<file path="src/common/acc_pkg.sv">
// Shared constants for the converter calibration and test-pattern control.
// Assumes one sample clock; both ends and the bench import this package.
package acc_pkg;
   localparam int LANES = 8;
   localparam int SW = 12;
   localparam int IQW = 15;
   localparam int DECW = 6;
   localparam int CORES = 5;
   localparam int HALF = 4;
   localparam logic [DECW-1:0] DEC_BYPASS = 6'h01;
   localparam logic [DECW-1:0] DEC_4 = 6'h04;
   localparam logic [DECW-1:0] DEC_8 = 6'h08;
   localparam logic [DECW-1:0] DEC_10 = 6'h0a;
   localparam logic [DECW-1:0] DEC_16 = 6'h10;
   localparam logic [DECW-1:0] DEC_20 = 6'h14;
   localparam logic [DECW-1:0] DEC_32 = 6'h20;
   localparam logic [SW-1:0] STATIC_CODE = 12'h800;
   // Initial calibration length in sample-clock cycles, index {bg,timing,low}
   localparam int unsigned FG_CYC_DEF [8] = '{
      32'd102000000, 32'd64000000, 32'd227000000, 32'd189000000,
      32'd127500000, 32'd80000000, 32'd283750000, 32'd236250000};
   localparam int unsigned BG_CYC_FULL_DEF = 32'd816000000;
   localparam int unsigned BG_CYC_LOW_DEF = 32'd512000000;
   localparam logic [2:0] OFFLINE_RESET = 3'h4;
   // Per-bank low pattern word, [lane half][bank]
   localparam logic [SW-1:0] BANK_LO [2][CORES] = '{
      '{12'h000, 12'h008, 12'h010, 12'h020, 12'h004},
      '{12'h040, 12'h100, 12'h200, 12'h400, 12'h080}};
   // Controller register map (byte addresses) and bit positions
   localparam logic [7:0] REG_CTRL = 8'h00;
   localparam logic [7:0] REG_DECIM = 8'h04;
   localparam logic [7:0] REG_OFFSET = 8'h08;
   localparam logic [7:0] REG_STATUS = 8'h0c;
   localparam logic [7:0] REG_EXP_DT = 8'h10;
   localparam int CTL_TRIG = 0;
   localparam int CTL_BG = 1;
   localparam int CTL_LOW = 2;
   localparam int CTL_TIME = 3;
   localparam int CTL_TP = 4;
   localparam int CTL_LINK = 5;
   localparam int ST_BUSY = 0;
   localparam int ST_BGACT = 1;
   localparam int ST_OFF = 2;
   localparam int ST_HOLD = 5;
   localparam int ST_ADV = 6;
   localparam logic [DECW-1:0] DECIM_RESET = 6'h01;
   localparam logic signed [8:0] TEMP_LIMIT = 9'sd20;
   localparam logic [7:0] BG_ADVISE_DT = 8'h1e;
endpackage

</file>
<file path="src/common/acc_if.sv">
// Connection between the converter device end and its controlling end.
// The bench instantiates it once and joins both ends to it.
`timescale 1ns/1ps
`default_nettype none
interface acc_if;
   import acc_pkg::*;
   logic [DECW-1:0] decim_factor;
   logic foreground_cal_trigger;
   logic background_cal_select;
   logic continuous_cal_enable;
   logic reduced_signal_cal_option;
   logic timing_cal_enable;
   logic test_pattern_enable;
   logic [SW-1:0] offset_adjust;
   logic serial_link_enable;
   logic cal_busy;
   logic bg_active;
   logic [2:0] offline_core;
   logic [LANES*SW-1:0] lane_data;
   logic [IQW-1:0] iq_i;
   logic [IQW-1:0] iq_q;
   logic data_valid;
   logic data_iq;
   modport dev (
      input decim_factor, foreground_cal_trigger, background_cal_select,
      input continuous_cal_enable, reduced_signal_cal_option,
      input timing_cal_enable, test_pattern_enable, offset_adjust,
      input serial_link_enable,
      output cal_busy, bg_active, offline_core, lane_data, iq_i, iq_q,
      output data_valid, data_iq);
   modport ctl (
      output decim_factor, foreground_cal_trigger, background_cal_select,
      output continuous_cal_enable, reduced_signal_cal_option,
      output timing_cal_enable, test_pattern_enable, offset_adjust,
      output serial_link_enable,
      input cal_busy, bg_active, offline_core, lane_data, iq_i, iq_q,
      input data_valid, data_iq);
endinterface
`default_nettype wire

</file>
<file path="src/core/acc_cal.sv">
// Calibration sequencer: foreground run, then background core rotation.
// Assumes cal_rst_n is the device reset combined with the trigger bit.
`timescale 1ns/1ps
`default_nettype none
module acc_cal
   import acc_pkg::*;
#(
   parameter int unsigned FG_CYC [8] = FG_CYC_DEF,
   parameter int unsigned BG_CYC_FULL = BG_CYC_FULL_DEF,
   parameter int unsigned BG_CYC_LOW = BG_CYC_LOW_DEF
) (
   input wire logic ref_clk,
   input wire logic cal_rst_n,
   input wire logic start,
   input wire logic bg_en,
   input wire logic timing_en,
   input wire logic low_sig,
   output logic busy,
   output logic bg_active,
   output logic [2:0] offline_core
);
   localparam logic [31:0] DWELL_FULL = 32'(BG_CYC_FULL / CORES);
   localparam logic [31:0] DWELL_LOW = 32'(BG_CYC_LOW / CORES);
   localparam logic [2:0] LAST_CORE = 3'(CORES - 1);

   typedef enum logic [1:0] {CS_IDLE, CS_FG, CS_BG} acc_cal_e;
   typedef struct packed {
      acc_cal_e st;
      logic [31:0] cnt;
      logic [31:0] dwell;
      logic bg;
      logic busy;
      logic bga;
      logic [2:0] off;
   } acc_cal_s;

   acc_cal_s cal_reg, cal_next;

   always_comb begin
      cal_next = cal_reg;
      case (cal_reg.st)
         CS_IDLE: begin
            if (start) begin
               // Length picked from the settings at start
               cal_next.cnt =
                  32'(FG_CYC[{bg_en, timing_en, low_sig}]) - 32'h1; // RL5 RL16
               cal_next.dwell = low_sig ? DWELL_LOW : DWELL_FULL; // RL10
               cal_next.bg = bg_en;
               cal_next.busy = 1'b1; // RL21
               cal_next.st = CS_FG;
            end
         end
         CS_FG: begin
            if (cal_reg.cnt == 32'h0) begin
               cal_next.busy = 1'b0; // RL21
               if (cal_reg.bg) begin
                  cal_next.st = CS_BG; // RL12
                  cal_next.bga = 1'b1; // RL9
                  cal_next.cnt = cal_reg.dwell - 32'h1;
               end else begin
                  cal_next.st = CS_IDLE;
               end
            end else begin
               cal_next.cnt = cal_reg.cnt - 32'h1;
            end
         end
         CS_BG: begin
            if (!bg_en) begin
               cal_next.st = CS_IDLE;
               cal_next.bga = 1'b0;
               cal_next.off = OFFLINE_RESET;
            end else if (cal_reg.cnt == 32'h0) begin
               // Fixed rate; one core swaps out as the next goes off-line
               cal_next.cnt = cal_reg.dwell - 32'h1; // RL10
               cal_next.off = (cal_reg.off == LAST_CORE) ? 3'h0
                  : cal_reg.off + 3'h1; // RL9
            end else begin
               cal_next.cnt = cal_reg.cnt - 32'h1;
            end
         end
         default: cal_next.st = CS_IDLE;
      endcase
   end

   // The trigger resets this logic asynchronously, as the device does
   always_ff @(posedge ref_clk or negedge cal_rst_n) begin // RL6
      if (!cal_rst_n) begin
         cal_reg <= '{st: CS_IDLE, cnt: 32'h0, dwell: 32'h0, bg: 1'b0,
            busy: 1'b0, bga: 1'b0, off: OFFLINE_RESET};
      end else begin
         cal_reg <= cal_next;
      end
   end

   assign busy = cal_reg.busy;
   assign bg_active = cal_reg.bga;
   assign offline_core = cal_reg.off;
endmodule // acc_cal
`default_nettype wire

</file>
<file path="src/core/acc_dev.sv">
// Converter device end: output mode, calibration control, lane test pattern.
// Assumes raw lane samples and DDC words arrive every sample clock.
// Notes on behaviour
// RL1: Decimation one outputs raw 12-bit samples, full rate
// RL2: Larger decimation outputs I/Q at reduced rate; the code does so only for 4, 8, 10, 16, 20 and 32
// RL3: Foreground calibration forces a static output code
// RL4: Foreground trigger starts calibration, clears itself
// RL5: Calibration length depends on the option settings
// RL6: Trigger asynchronously resets calibration control logic
// RL7: Controller cycles serial link enable after trigger
// RL8: Controller recalibrates after 20 degree temperature drift
// RL9: Background mode rotates one off-line core of five
// RL10: Background cycle fixed: 816 or 512 million cycles
// RL11: Background needs select and continuous bits both set
// RL12: Background starts after one foreground calibration
// RL13: Offset adjust ignored while background mode enabled
// RL14: Background advised above 30 degrees expected change
// RL15: Timing calibration off at reset, runs per trigger
// RL16: Timing calibration lengthens the foreground calibration
// RL17: Calibration uses no external stimulus
// RL18: Test pattern replaces samples, repeats every two frames
// RL19: Lane pattern alternates low word and its complement
// RL20: Background mode pattern follows the routed bank
// RL21: Busy flag held from trigger until count ends
`timescale 1ns/1ps
`default_nettype none
module acc_dev
   import acc_pkg::*;
#(
   parameter int unsigned FG_CYC [8] = FG_CYC_DEF,
   parameter int unsigned BG_CYC_FULL = BG_CYC_FULL_DEF,
   parameter int unsigned BG_CYC_LOW = BG_CYC_LOW_DEF
) (
   input wire logic ref_clk,
   input wire logic rst_n,
   acc_if.dev lnk,
   input wire logic [LANES*SW-1:0] adc_samples,
   input wire logic [IQW-1:0] ddc_i,
   input wire logic [IQW-1:0] ddc_q
);
   typedef struct packed {
      logic trig;
      logic start;
      logic [DECW-1:0] dcnt;
      logic tp_phase;
      logic [LANES*SW-1:0] lanes;
      logic [IQW-1:0] iq_i;
      logic [IQW-1:0] iq_q;
      logic valid;
      logic iq;
   } acc_dev_s;

   acc_dev_s dev_reg, dev_next;
   logic cal_rst_n;
   logic cal_busy;
   logic cal_bga;
   logic [2:0] cal_off;
   logic bg_en;

   // Both bits are needed before the device treats background as enabled
   assign bg_en = lnk.background_cal_select
      & lnk.continuous_cal_enable; // RL11
   // Calibration state is wiped while the trigger bit stands
   assign cal_rst_n = rst_n & ~dev_reg.trig; // RL6

   // Fed only from internal state and the link settings: no outside stimulus is involved
   acc_cal #(
      .FG_CYC(FG_CYC),
      .BG_CYC_FULL(BG_CYC_FULL),
      .BG_CYC_LOW(BG_CYC_LOW)
   ) u_cal (
      .ref_clk(ref_clk),
      .cal_rst_n(cal_rst_n),
      .start(dev_reg.start), // RL17
      .bg_en(bg_en),
      .timing_en(lnk.timing_cal_enable), // RL15
      .low_sig(lnk.reduced_signal_cal_option),
      .busy(cal_busy),
      .bg_active(cal_bga),
      .offline_core(cal_off)
   );

   always_comb begin
      logic bypass;
      logic ddc_ok;
      logic strobe;
      logic [SW-1:0] ofs;
      logic [SW-1:0] lo;
      logic [2:0] pos;
      logic [2:0] bank;
      bypass = 1'b0;
      ddc_ok = 1'b0;
      strobe = 1'b0;
      ofs = '0;
      lo = '0;
      pos = '0;
      bank = '0;
      dev_next = dev_reg;
      // Set for one cycle at a time; a trigger the far side holds high pulses every other cycle
      dev_next.trig = lnk.foreground_cal_trigger & ~dev_reg.trig; // RL4
      dev_next.start = dev_reg.trig; // RL4
      bypass = (lnk.decim_factor == DEC_BYPASS);
      case (lnk.decim_factor)
         DEC_4, DEC_8, DEC_10, DEC_16, DEC_20, DEC_32: ddc_ok = 1'b1; // RL2
         default: ddc_ok = 1'b0;
      endcase
      if (!ddc_ok || dev_reg.dcnt >= lnk.decim_factor - 6'h1) begin
         dev_next.dcnt = '0;
      end else begin
         dev_next.dcnt = dev_reg.dcnt + 6'h1;
      end
      strobe = ddc_ok && (dev_reg.dcnt == '0);
      dev_next.tp_phase = ~dev_reg.tp_phase; // RL18
      // Offset trim is not applied while background mode runs
      ofs = bg_en ? '0 : lnk.offset_adjust; // RL13
      dev_next.iq = 1'b0;
      dev_next.valid = 1'b0;
      if (cal_busy) begin
         // No conversion data during foreground calibration
         for (int l = 0; l < LANES; l++) begin
            dev_next.lanes[l*SW +: SW] = STATIC_CODE; // RL3
         end
         dev_next.iq_i = '0;
         dev_next.iq_q = '0;
         dev_next.valid = lnk.serial_link_enable;
      end else if (bypass) begin
         for (int l = 0; l < LANES; l++) begin
            pos = 3'(l % HALF);
            // Lanes skip the off-line core, so banks shift past it
            bank = (cal_bga && pos >= cal_off) ? pos + 3'h1 : pos; // RL20
            lo = BANK_LO[l / HALF][bank]; // RL19
            if (lnk.test_pattern_enable) begin
               dev_next.lanes[l*SW +: SW] =
                  dev_reg.tp_phase ? ~lo : lo; // RL18 RL19
            end else begin
               dev_next.lanes[l*SW +: SW] =
                  adc_samples[l*SW +: SW] + ofs; // RL1
            end
         end
         dev_next.valid = lnk.serial_link_enable; // RL1
      end else if (strobe) begin
         dev_next.iq_i = ddc_i; // RL2
         dev_next.iq_q = ddc_q; // RL2
         dev_next.iq = 1'b1;
         dev_next.valid = lnk.serial_link_enable;
      end
   end

   always_ff @(posedge ref_clk or negedge rst_n) begin
      if (!rst_n) begin
         dev_reg <= '0;
      end else begin
         dev_reg <= dev_next;
      end
   end

   assign lnk.cal_busy = cal_busy;
   assign lnk.bg_active = cal_bga;
   assign lnk.offline_core = cal_off;
   assign lnk.lane_data = dev_reg.lanes;
   assign lnk.iq_i = dev_reg.iq_i;
   assign lnk.iq_q = dev_reg.iq_q;
   assign lnk.data_valid = dev_reg.valid;
   assign lnk.data_iq = dev_reg.iq;
endmodule // acc_dev
`default_nettype wire

</file>
<file path="src/flat_wrapper.sv">
// flat-port wrapper written by rule: the top's interface ports become plain ports
module acc_dev_flat import acc_pkg::*;
#(
   parameter int unsigned FG_CYC [8] = FG_CYC_DEF,
   parameter int unsigned BG_CYC_FULL = BG_CYC_FULL_DEF,
   parameter int unsigned BG_CYC_LOW = BG_CYC_LOW_DEF
)
  (ref_clk, rst_n, adc_samples, ddc_i, ddc_q, lnk_decim_factor, lnk_foreground_cal_trigger, lnk_background_cal_select, lnk_continuous_cal_enable, lnk_reduced_signal_cal_option, lnk_timing_cal_enable, lnk_test_pattern_enable, lnk_offset_adjust, lnk_serial_link_enable, lnk_cal_busy, lnk_bg_active, lnk_offline_core, lnk_lane_data, lnk_iq_i, lnk_iq_q, lnk_data_valid, lnk_data_iq);
  acc_if lnk_i ();
  input wire logic ref_clk;
  input wire logic rst_n;
  input wire logic [LANES*SW-1:0] adc_samples;
  input wire logic [IQW-1:0] ddc_i;
  input wire logic [IQW-1:0] ddc_q;
  input wire logic [$bits(lnk_i.decim_factor)-1:0] lnk_decim_factor;
  input wire logic [$bits(lnk_i.foreground_cal_trigger)-1:0] lnk_foreground_cal_trigger;
  input wire logic [$bits(lnk_i.background_cal_select)-1:0] lnk_background_cal_select;
  input wire logic [$bits(lnk_i.continuous_cal_enable)-1:0] lnk_continuous_cal_enable;
  input wire logic [$bits(lnk_i.reduced_signal_cal_option)-1:0] lnk_reduced_signal_cal_option;
  input wire logic [$bits(lnk_i.timing_cal_enable)-1:0] lnk_timing_cal_enable;
  input wire logic [$bits(lnk_i.test_pattern_enable)-1:0] lnk_test_pattern_enable;
  input wire logic [$bits(lnk_i.offset_adjust)-1:0] lnk_offset_adjust;
  input wire logic [$bits(lnk_i.serial_link_enable)-1:0] lnk_serial_link_enable;
  output wire logic [$bits(lnk_i.cal_busy)-1:0] lnk_cal_busy;
  output wire logic [$bits(lnk_i.bg_active)-1:0] lnk_bg_active;
  output wire logic [$bits(lnk_i.offline_core)-1:0] lnk_offline_core;
  output wire logic [$bits(lnk_i.lane_data)-1:0] lnk_lane_data;
  output wire logic [$bits(lnk_i.iq_i)-1:0] lnk_iq_i;
  output wire logic [$bits(lnk_i.iq_q)-1:0] lnk_iq_q;
  output wire logic [$bits(lnk_i.data_valid)-1:0] lnk_data_valid;
  output wire logic [$bits(lnk_i.data_iq)-1:0] lnk_data_iq;
  assign lnk_i.decim_factor = lnk_decim_factor;
  assign lnk_i.foreground_cal_trigger = lnk_foreground_cal_trigger;
  assign lnk_i.background_cal_select = lnk_background_cal_select;
  assign lnk_i.continuous_cal_enable = lnk_continuous_cal_enable;
  assign lnk_i.reduced_signal_cal_option = lnk_reduced_signal_cal_option;
  assign lnk_i.timing_cal_enable = lnk_timing_cal_enable;
  assign lnk_i.test_pattern_enable = lnk_test_pattern_enable;
  assign lnk_i.offset_adjust = lnk_offset_adjust;
  assign lnk_i.serial_link_enable = lnk_serial_link_enable;
  assign lnk_cal_busy = lnk_i.cal_busy;
  assign lnk_bg_active = lnk_i.bg_active;
  assign lnk_offline_core = lnk_i.offline_core;
  assign lnk_lane_data = lnk_i.lane_data;
  assign lnk_iq_i = lnk_i.iq_i;
  assign lnk_iq_q = lnk_i.iq_q;
  assign lnk_data_valid = lnk_i.data_valid;
  assign lnk_data_iq = lnk_i.data_iq;
  acc_dev #(.FG_CYC(FG_CYC), .BG_CYC_FULL(BG_CYC_FULL), .BG_CYC_LOW(BG_CYC_LOW)) u_core (.ref_clk(ref_clk), .rst_n(rst_n), .lnk(lnk_i), .adc_samples(adc_samples), .ddc_i(ddc_i), .ddc_q(ddc_q));
endmodule
</file>
<file path="config.mk">
export PLATFORM = sky130hd
export DESIGN_NAME = acc_dev_flat
export DESIGN_NICKNAME = d
export VERILOG_FILES = /design/src/common/acc_pkg.sv /design/src/common/acc_if.sv /design/src/core/acc_cal.sv /design/src/core/acc_dev.sv /design/src/flat_wrapper.sv
export SDC_FILE = /design/constraint.sdc
export NUM_CORES = 1
export LEC_CHECK = 0
export BUFFER_PORTS_ARGS = -buffer_cell sky130_fd_sc_hd__buf_2
export CELL_PAD_IN_SITES_DETAIL_PLACEMENT = 1
export CELL_PAD_IN_SITES_GLOBAL_PLACEMENT = 2
export CORE_MARGIN = 5
export CORE_UTILIZATION = 33
export CTS_BUF_LIST = sky130_fd_sc_hd__clkbuf_16
export CTS_CLUSTER_DIAMETER = 150
export DETAILED_ROUTE_END_ITERATION = 7
export PLACE_DENSITY_LB_ADDON = 0.1
export SLEW_MARGIN = 0
export SYNTH_ARGS = -nofsm -noshare
export SYNTH_HDL_FRONTEND = slang
export SYNTH_SLANG_ARGS = --single-unit
</file>
<file path="constraint.sdc">
create_clock -name ref_clk -period 3.4 [get_ports ref_clk]
set_input_delay 0.51 -clock ref_clk [delete_from_list [all_inputs] [get_ports ref_clk]]
set_output_delay 0.51 -clock ref_clk [all_outputs]
set_load 0.005 [all_outputs]
</file>
After elaboration in Yosys (flattened, before gate mapping):

Memory sizes are Yosys's and may differ from the RTL's.
Cells that the tools add are included.

* $lt $le $gt $ge: 10
* equal/unequal tests: 18
* bitwise logic cells: 18
* add/sub/neg operators: 14
* reduce and logical (&&, ||, !) cells: 23
* mux-type cells: 67

Operator list (number)
* 2-to-1 mux 12 bit: 33
* 2-to-1 mux 32 bit: 7
* 2-to-1 mux 127 bit: 1
* adder 12 bit: 8
* 2-to-1 mux 96 bit: 1
* inverter 12 bit: 8
* case mux 32 bit (3 select lines): 1
* subtractor 32 x 1 -> 32 bit, second input constant: 3
* 2-to-1 mux 68 bit: 1
* zero test 32 bit: 1
* 2-to-1 mux 30 bit: 1
* 2-to-1 mux 28 bit: 1
* greater-or-equal comparator 4 bit, second input constant: 5
* equality test 6 x 4 -> 1 bit, second input constant: 2
* equality test 6 x 5 -> 1 bit, second input constant: 2
* 2-to-1 mux 3 bit: 4
* inverter 3 -> 4 bit: 3
* 2-to-1 mux 2 bit: 5
* inequality test 2 bit, second input constant: 5
* 2-to-1 mux 1 bit: 8
* inverter 2 -> 4 bit: 2
* AND reduction 4 bit: 2
* nonzero test 2 bit: 4
* adder 6 x 1 -> 6 bit, second input constant: 1
* 27 further kinds: 41

* input port bits: 153
* word-level logic and storage cells: 175
* output and inout bits: 133
* ROM bits: 1024
* memories: 9
* bits in registers: 209

Memories
* (name not given): depth 8, width 32, read ports 1, clocked after Yosys merged registers in 0, write ports 0, line acc_cal.sv:46 `32'(FG_CYC[{bg_en, timing_en, low_sig}]) - 32'h1;`
* (name not given): depth 8, width 12, read ports 1, clocked after Yosys merged registers in 0, write ports 0, line acc_dev.sv:131 `lo = BANK_LO[l / HALF][bank];`
* (name not given): depth 8, width 12, read ports 1, clocked after Yosys merged registers in 0, write ports 0, line acc_dev.sv:131
* (name not given): depth 8, width 12, read ports 1, clocked after Yosys merged registers in 0, write ports 0, line acc_dev.sv:131
* (name not given): depth 8, width 12, read ports 1, clocked after Yosys merged registers in 0, write ports 0, line acc_dev.sv:131
* (name not given): depth 8, width 12, read ports 1, clocked after Yosys merged registers in 0, write ports 0, line acc_dev.sv:131
* 3 more memories

Logic depth before layout (Yosys ltp):

* depth after elaboration: 12
* gate-level depth with buffers: 14

Cells and area by module:

From an unflattened synthesis, not the netlist that was laid out.

* cells, all modules: 1829
* area, all modules: 14904.3 sq um

Modules (own cells, without submodules)
* acc_dev: instances 1, seq. area each 3428.3 sq um, cells an instance 1408, area each 11502.3 sq um
* acc_cal: instances 1, seq. area each 1077.3 sq um, cells an instance 421, area each 3402.0 sq um

Worst setup path before layout:

OpenSTA, ideal clock, no wires.

* path kind: input to register
* start: input port lnk_background_cal_select
* end: register u_core.dev_reg, in the netlist u_core.lnk.lane_data[82]
* library setup time: 0.072 ns
* cell stages on the path: 14
* data required time: 3.328 ns
* data arrival time: 3.245 ns
* setup slack: 0.083 ns
* path buffers: 2
* path through: nand2_1 > clkbuf_1 > clkbuf_1 > and2_1 > ha_1 > inv_1 > fa_1 > nor2b_1 > o21ai_1 > a21boi_0 > or4_1 > a31o_2 > mux2_1 > nor2_1

* word-level cells in the longest chain between the ends: 6

Ends and longest elaborated chain
* start: declaration: line flat_wrapper.sv:17 `input wire logic [$bits(lnk_i.background_cal_select)-1:0] lnk_background_cal_select;`
* AND 1 bit: line acc_dev.sv:62 `& lnk.continuous_cal_enable;`
* 2-to-1 mux 12 bit: line acc_dev.sv:115 `ofs = bg_en ? '0 : lnk.offset_adjust;`
* adder 12 bit: line acc_dev.sv:137 `adc_samples[l*SW +: SW] + ofs;`
* 2-to-1 mux 12 bit: line acc_dev.sv:132 `if (lnk.test_pattern_enable) begin`
* 2-to-1 mux 96 bit: line acc_dev.sv:126 `end else if (bypass) begin`
* 2-to-1 mux 127 bit: line acc_dev.sv:118 `if (cal_busy) begin`
* end signal: assignment: line acc_dev.sv:153 `dev_reg <= dev_next;`
* end: declaration: line acc_dev.sv:53 `acc_dev_s dev_reg, dev_next;`

Every way passes these cells. The select of a mux whose other input is x is not followed.
A chain may end at the register's enable or synchronous reset.

Worst setup path after layout:

* start: input port lnk_background_cal_select
* end: register u_core.dev_reg, in the netlist u_core.lnk.lane_data[11]

The elaborated chain is that of the path after synthesis.

==> reports/metrics.yaml <==
critical_path:
  arrival_ns: 3.49
  crit_fanout: 22
  crit_type: "input port to flop"
  required_ns: 3.78
  r2r_setup_slack_ns: 0.57
  reg2regPathDepth: 9
  cp_common_cell: "buf_4"
  rr_endpoint: "u_core.u_cal.cal_reg[58]$_DFFE_PN0P_"
  cpMaxStageDelayCell: "o41ai_1"
  cpPeakStageDelay_ns: 0.68
  reg2reg_from: "u_core.u_cal.cal_reg[38]$_DFFE_PN0P_"
  worst_setup_path_start_kind: "input port"
  worstSetupEndpointType: "flop"
  cp_num_buf_inv: 5
  crit_chain: "buf_2, nand2_1, buf_12, buf_4, and2_1, buf_4, ha_1, and3_1, nand3_1, nand3_1, o41ai_1, buf_4, mux2i_1, nor2_1"
  critPathTopFamily: "buffers and inverters"
grt:
  grt_pass1_vias: 13200
  grt_pass1_wl_mm: 81.5
  grt.overflow.total: 0
  met1_usage_pct: 31.1
  use_met3_pct: 5.05
  grt-busiest-layer: "met2"
  grt_max_degree: 78
  grt_antenna_before_repair: 3
  grt_util_met2_pct: 36.9
  grt_usage_pct: 22.8
clock_network:
  clockBufferDepth: 2
  clk_latency_ns: 0.51
  cts_resized: 0
  cts_sinks: 180
  cts_setup_buffers: 0
  cts_root_buf: "clkbuf_16"
  cts_buffers: 17
  ctsHoldBuffers: 1
  cts_tree: "done"
  cts-htree-levels: 4
  path_clk_slew_ns: 0.08
sta:
  max_slew_margin_pct: 45.2
  fin_skew_ns: 0.0154
  hold_violations: 0
  final_max_slew_viol_count: 0
  min_period_ns: 3.11
  timing.fmax_ghz: 0.322
  finalSetupViolations: 0
  worstMarginPinSlew_ns: 0.812
  layout_worst_path_cycle_share_pct: 91.4
  rsz0062_at_grt: "no"
synth:
  synth_common_cells: "dfrtp_1, o21ai_0, nand2_1"
  synth_area_leaders: "dfrtp_1, ha_1, buf_4"
  synth_seq_cells: 180
  ys_types: 78
  synth_area_leader_cell: "dfrtp_1"
  async_reset_ff_share_pct: 100
  yosys_warnings: 0
  synth_most_common_cell: "dfrtp_1"
  synthesis.nets: 1900
  synth_top_area_share_pct: 32.3
  syn_area_sq_um: 13900
  yosysSeqAreaShare_pct: 32.5
  avgSynthCellArea_sq_um: 8.56
  synth-edff-count: 0
  syn_inst: 1622
  synth_flop_cell: "dfrtp_1"
route:
  vias: 12700
  drt_pass1_iterations: 5
  drc: 0
  drtIter0Drc: 759
  vias_per_cell: 5.36
  antenna_left: 0
  routedWlPerCell_um: 22.5
  wl_mm: 53.3
pwr:
  combPwrFrac_pct: 39.2
  p_leak_nw: 7.92
  swShare_pct: 40.1
  power.density_nw_per_um2: 484
  power.switching_mw: 3.12
  p_seq_share_pct: 32.6
  clkPwrFrac_pct: 28.2
  internal-power_mw: 4.67
  ir_drop_v: 0.000364
placed_design:
  placed_cell_area_sq_um: 15500
  dp_hpwl_mm: 42.0
  io_buffers: 285
  placed_cells: 2333
  gp_congestion: 0.868
status:
  run_status: "completed"
cells_and_area:
  design_area_sq_um: 16100
  nets: 2092
  instances_no_fill: 2368
  drive_above_1_share_pct: 22.8
  fillers: 5019
  largest_reg_flops: 96
  area_growth_pct: 16.1
floorplan:
  ios: 286
  placementRows: 75
  start_util_pct: 33.2
  die_x_um: 215
  die_h_um: 215
  dieArea_sq_um: 46300
  core-area_sq_um: 41800
min_path:
  min_from: "lnk_serial_link_enable"
  whs_endpoint: "u_core.lnk.data_valid$_DFF_PN0_"
  hold_depth: 2
  hold_path.class: "input port to flop"
flow_run:
  maxCapViolations: 0
[cells by family after synthesis]
kind of cell | after synthesis | synth area share, %
AOI/OAI and AO/OA | 494 | 22.9
and+or+nand+nor | 494 | 17.4
buffers and inverters | 251 | 10.4
DFF | 180 | 32.5
adders and majority gates | 125 | 11.7
xor gates and xnor gates | 65 | 4.10
muxes | 13 | 0.965
[stage by stage]
step	utilization [%]	power [mW]	worst slack, ns	setup TNS, ns	hold WS, ns
after floorplan	-	4.53	0.0827	0	0.214
after global placement	37.1	5.58	-0.129	-0.142	0.412
after detailed placement	37.1	5.64	-0.155	-0.241	0.415
after CTS	38.6	7.90	0.369	0	0.179
after global routing	38.6	8.34	0.183	0	0.190
final	38.6	7.80	0.292	0	0.219
[routing by layer]
metal	vias to the layer above	routed length (um)
li1	6126	-
met3	47	2220
met4	0	1040
met5	-	0
met2	228	24900
met1	6284	25200
[worst max path at each step]
stage | from | end | cells past startpoint
floorplan | lnk_background_cal_select | u_core.lnk.lane_data[82]$_DFFE_PN0P_ | 14
detailed placement | lnk_background_cal_select | u_core.lnk.lane_data[11]$_DFFE_PN0P_ | 14
global route | lnk_background_cal_select | u_core.lnk.lane_data[11]$_DFFE_PN0P_ | 14
global placement | lnk_background_cal_select | u_core.lnk.lane_data[11]$_DFFE_PN0P_ | 14
finish | lnk_background_cal_select | u_core.lnk.lane_data[11]$_DFFE_PN0P_ | 14
CTS | lnk_background_cal_select | u_core.lnk.lane_data[11]$_DFFE_PN0P_ | 14
[placed cells by master, fill, tap and decap left out, types with 50 or more instances in the layout]
cell type  count
nor2_1        98
a22o_1        52
dfrtp_1      179
nor3_1        50
buf_4         73
nand2_1      150
inv_1         56
buf_2        284
a21oi_1       91
o21ai_0      158
ha_1         117
nand3_1       61
[power groups by stage]
stage / sequential, mW / clock, mW / combinational [mW]
after floorplan: 2.50 / 0 / 2.04
after global placement: 2.57 / 0 / 3.01
after detailed placement: 2.58 / 0 / 3.06
after CTS: 2.54 / 2.28 / 3.08
after global routing: 2.56 / 2.37 / 3.41
final: 2.54 / 2.20 / 3.06
[layout make-up]
class	count	area (sq um)	share of cell area [%]
timing repair buffer	366	2130	13.2
clock inverter	14	188	1.16
inverter	58	218	1.35
clock buffer	17	425	2.64
tap	539	674	4.19
antenna	3	7.51	0.0466
multi-input combinational	1191	7960	49.4
sequential	180	4510	28.0
No activity file was read; power rests on OpenSTA's default activity.
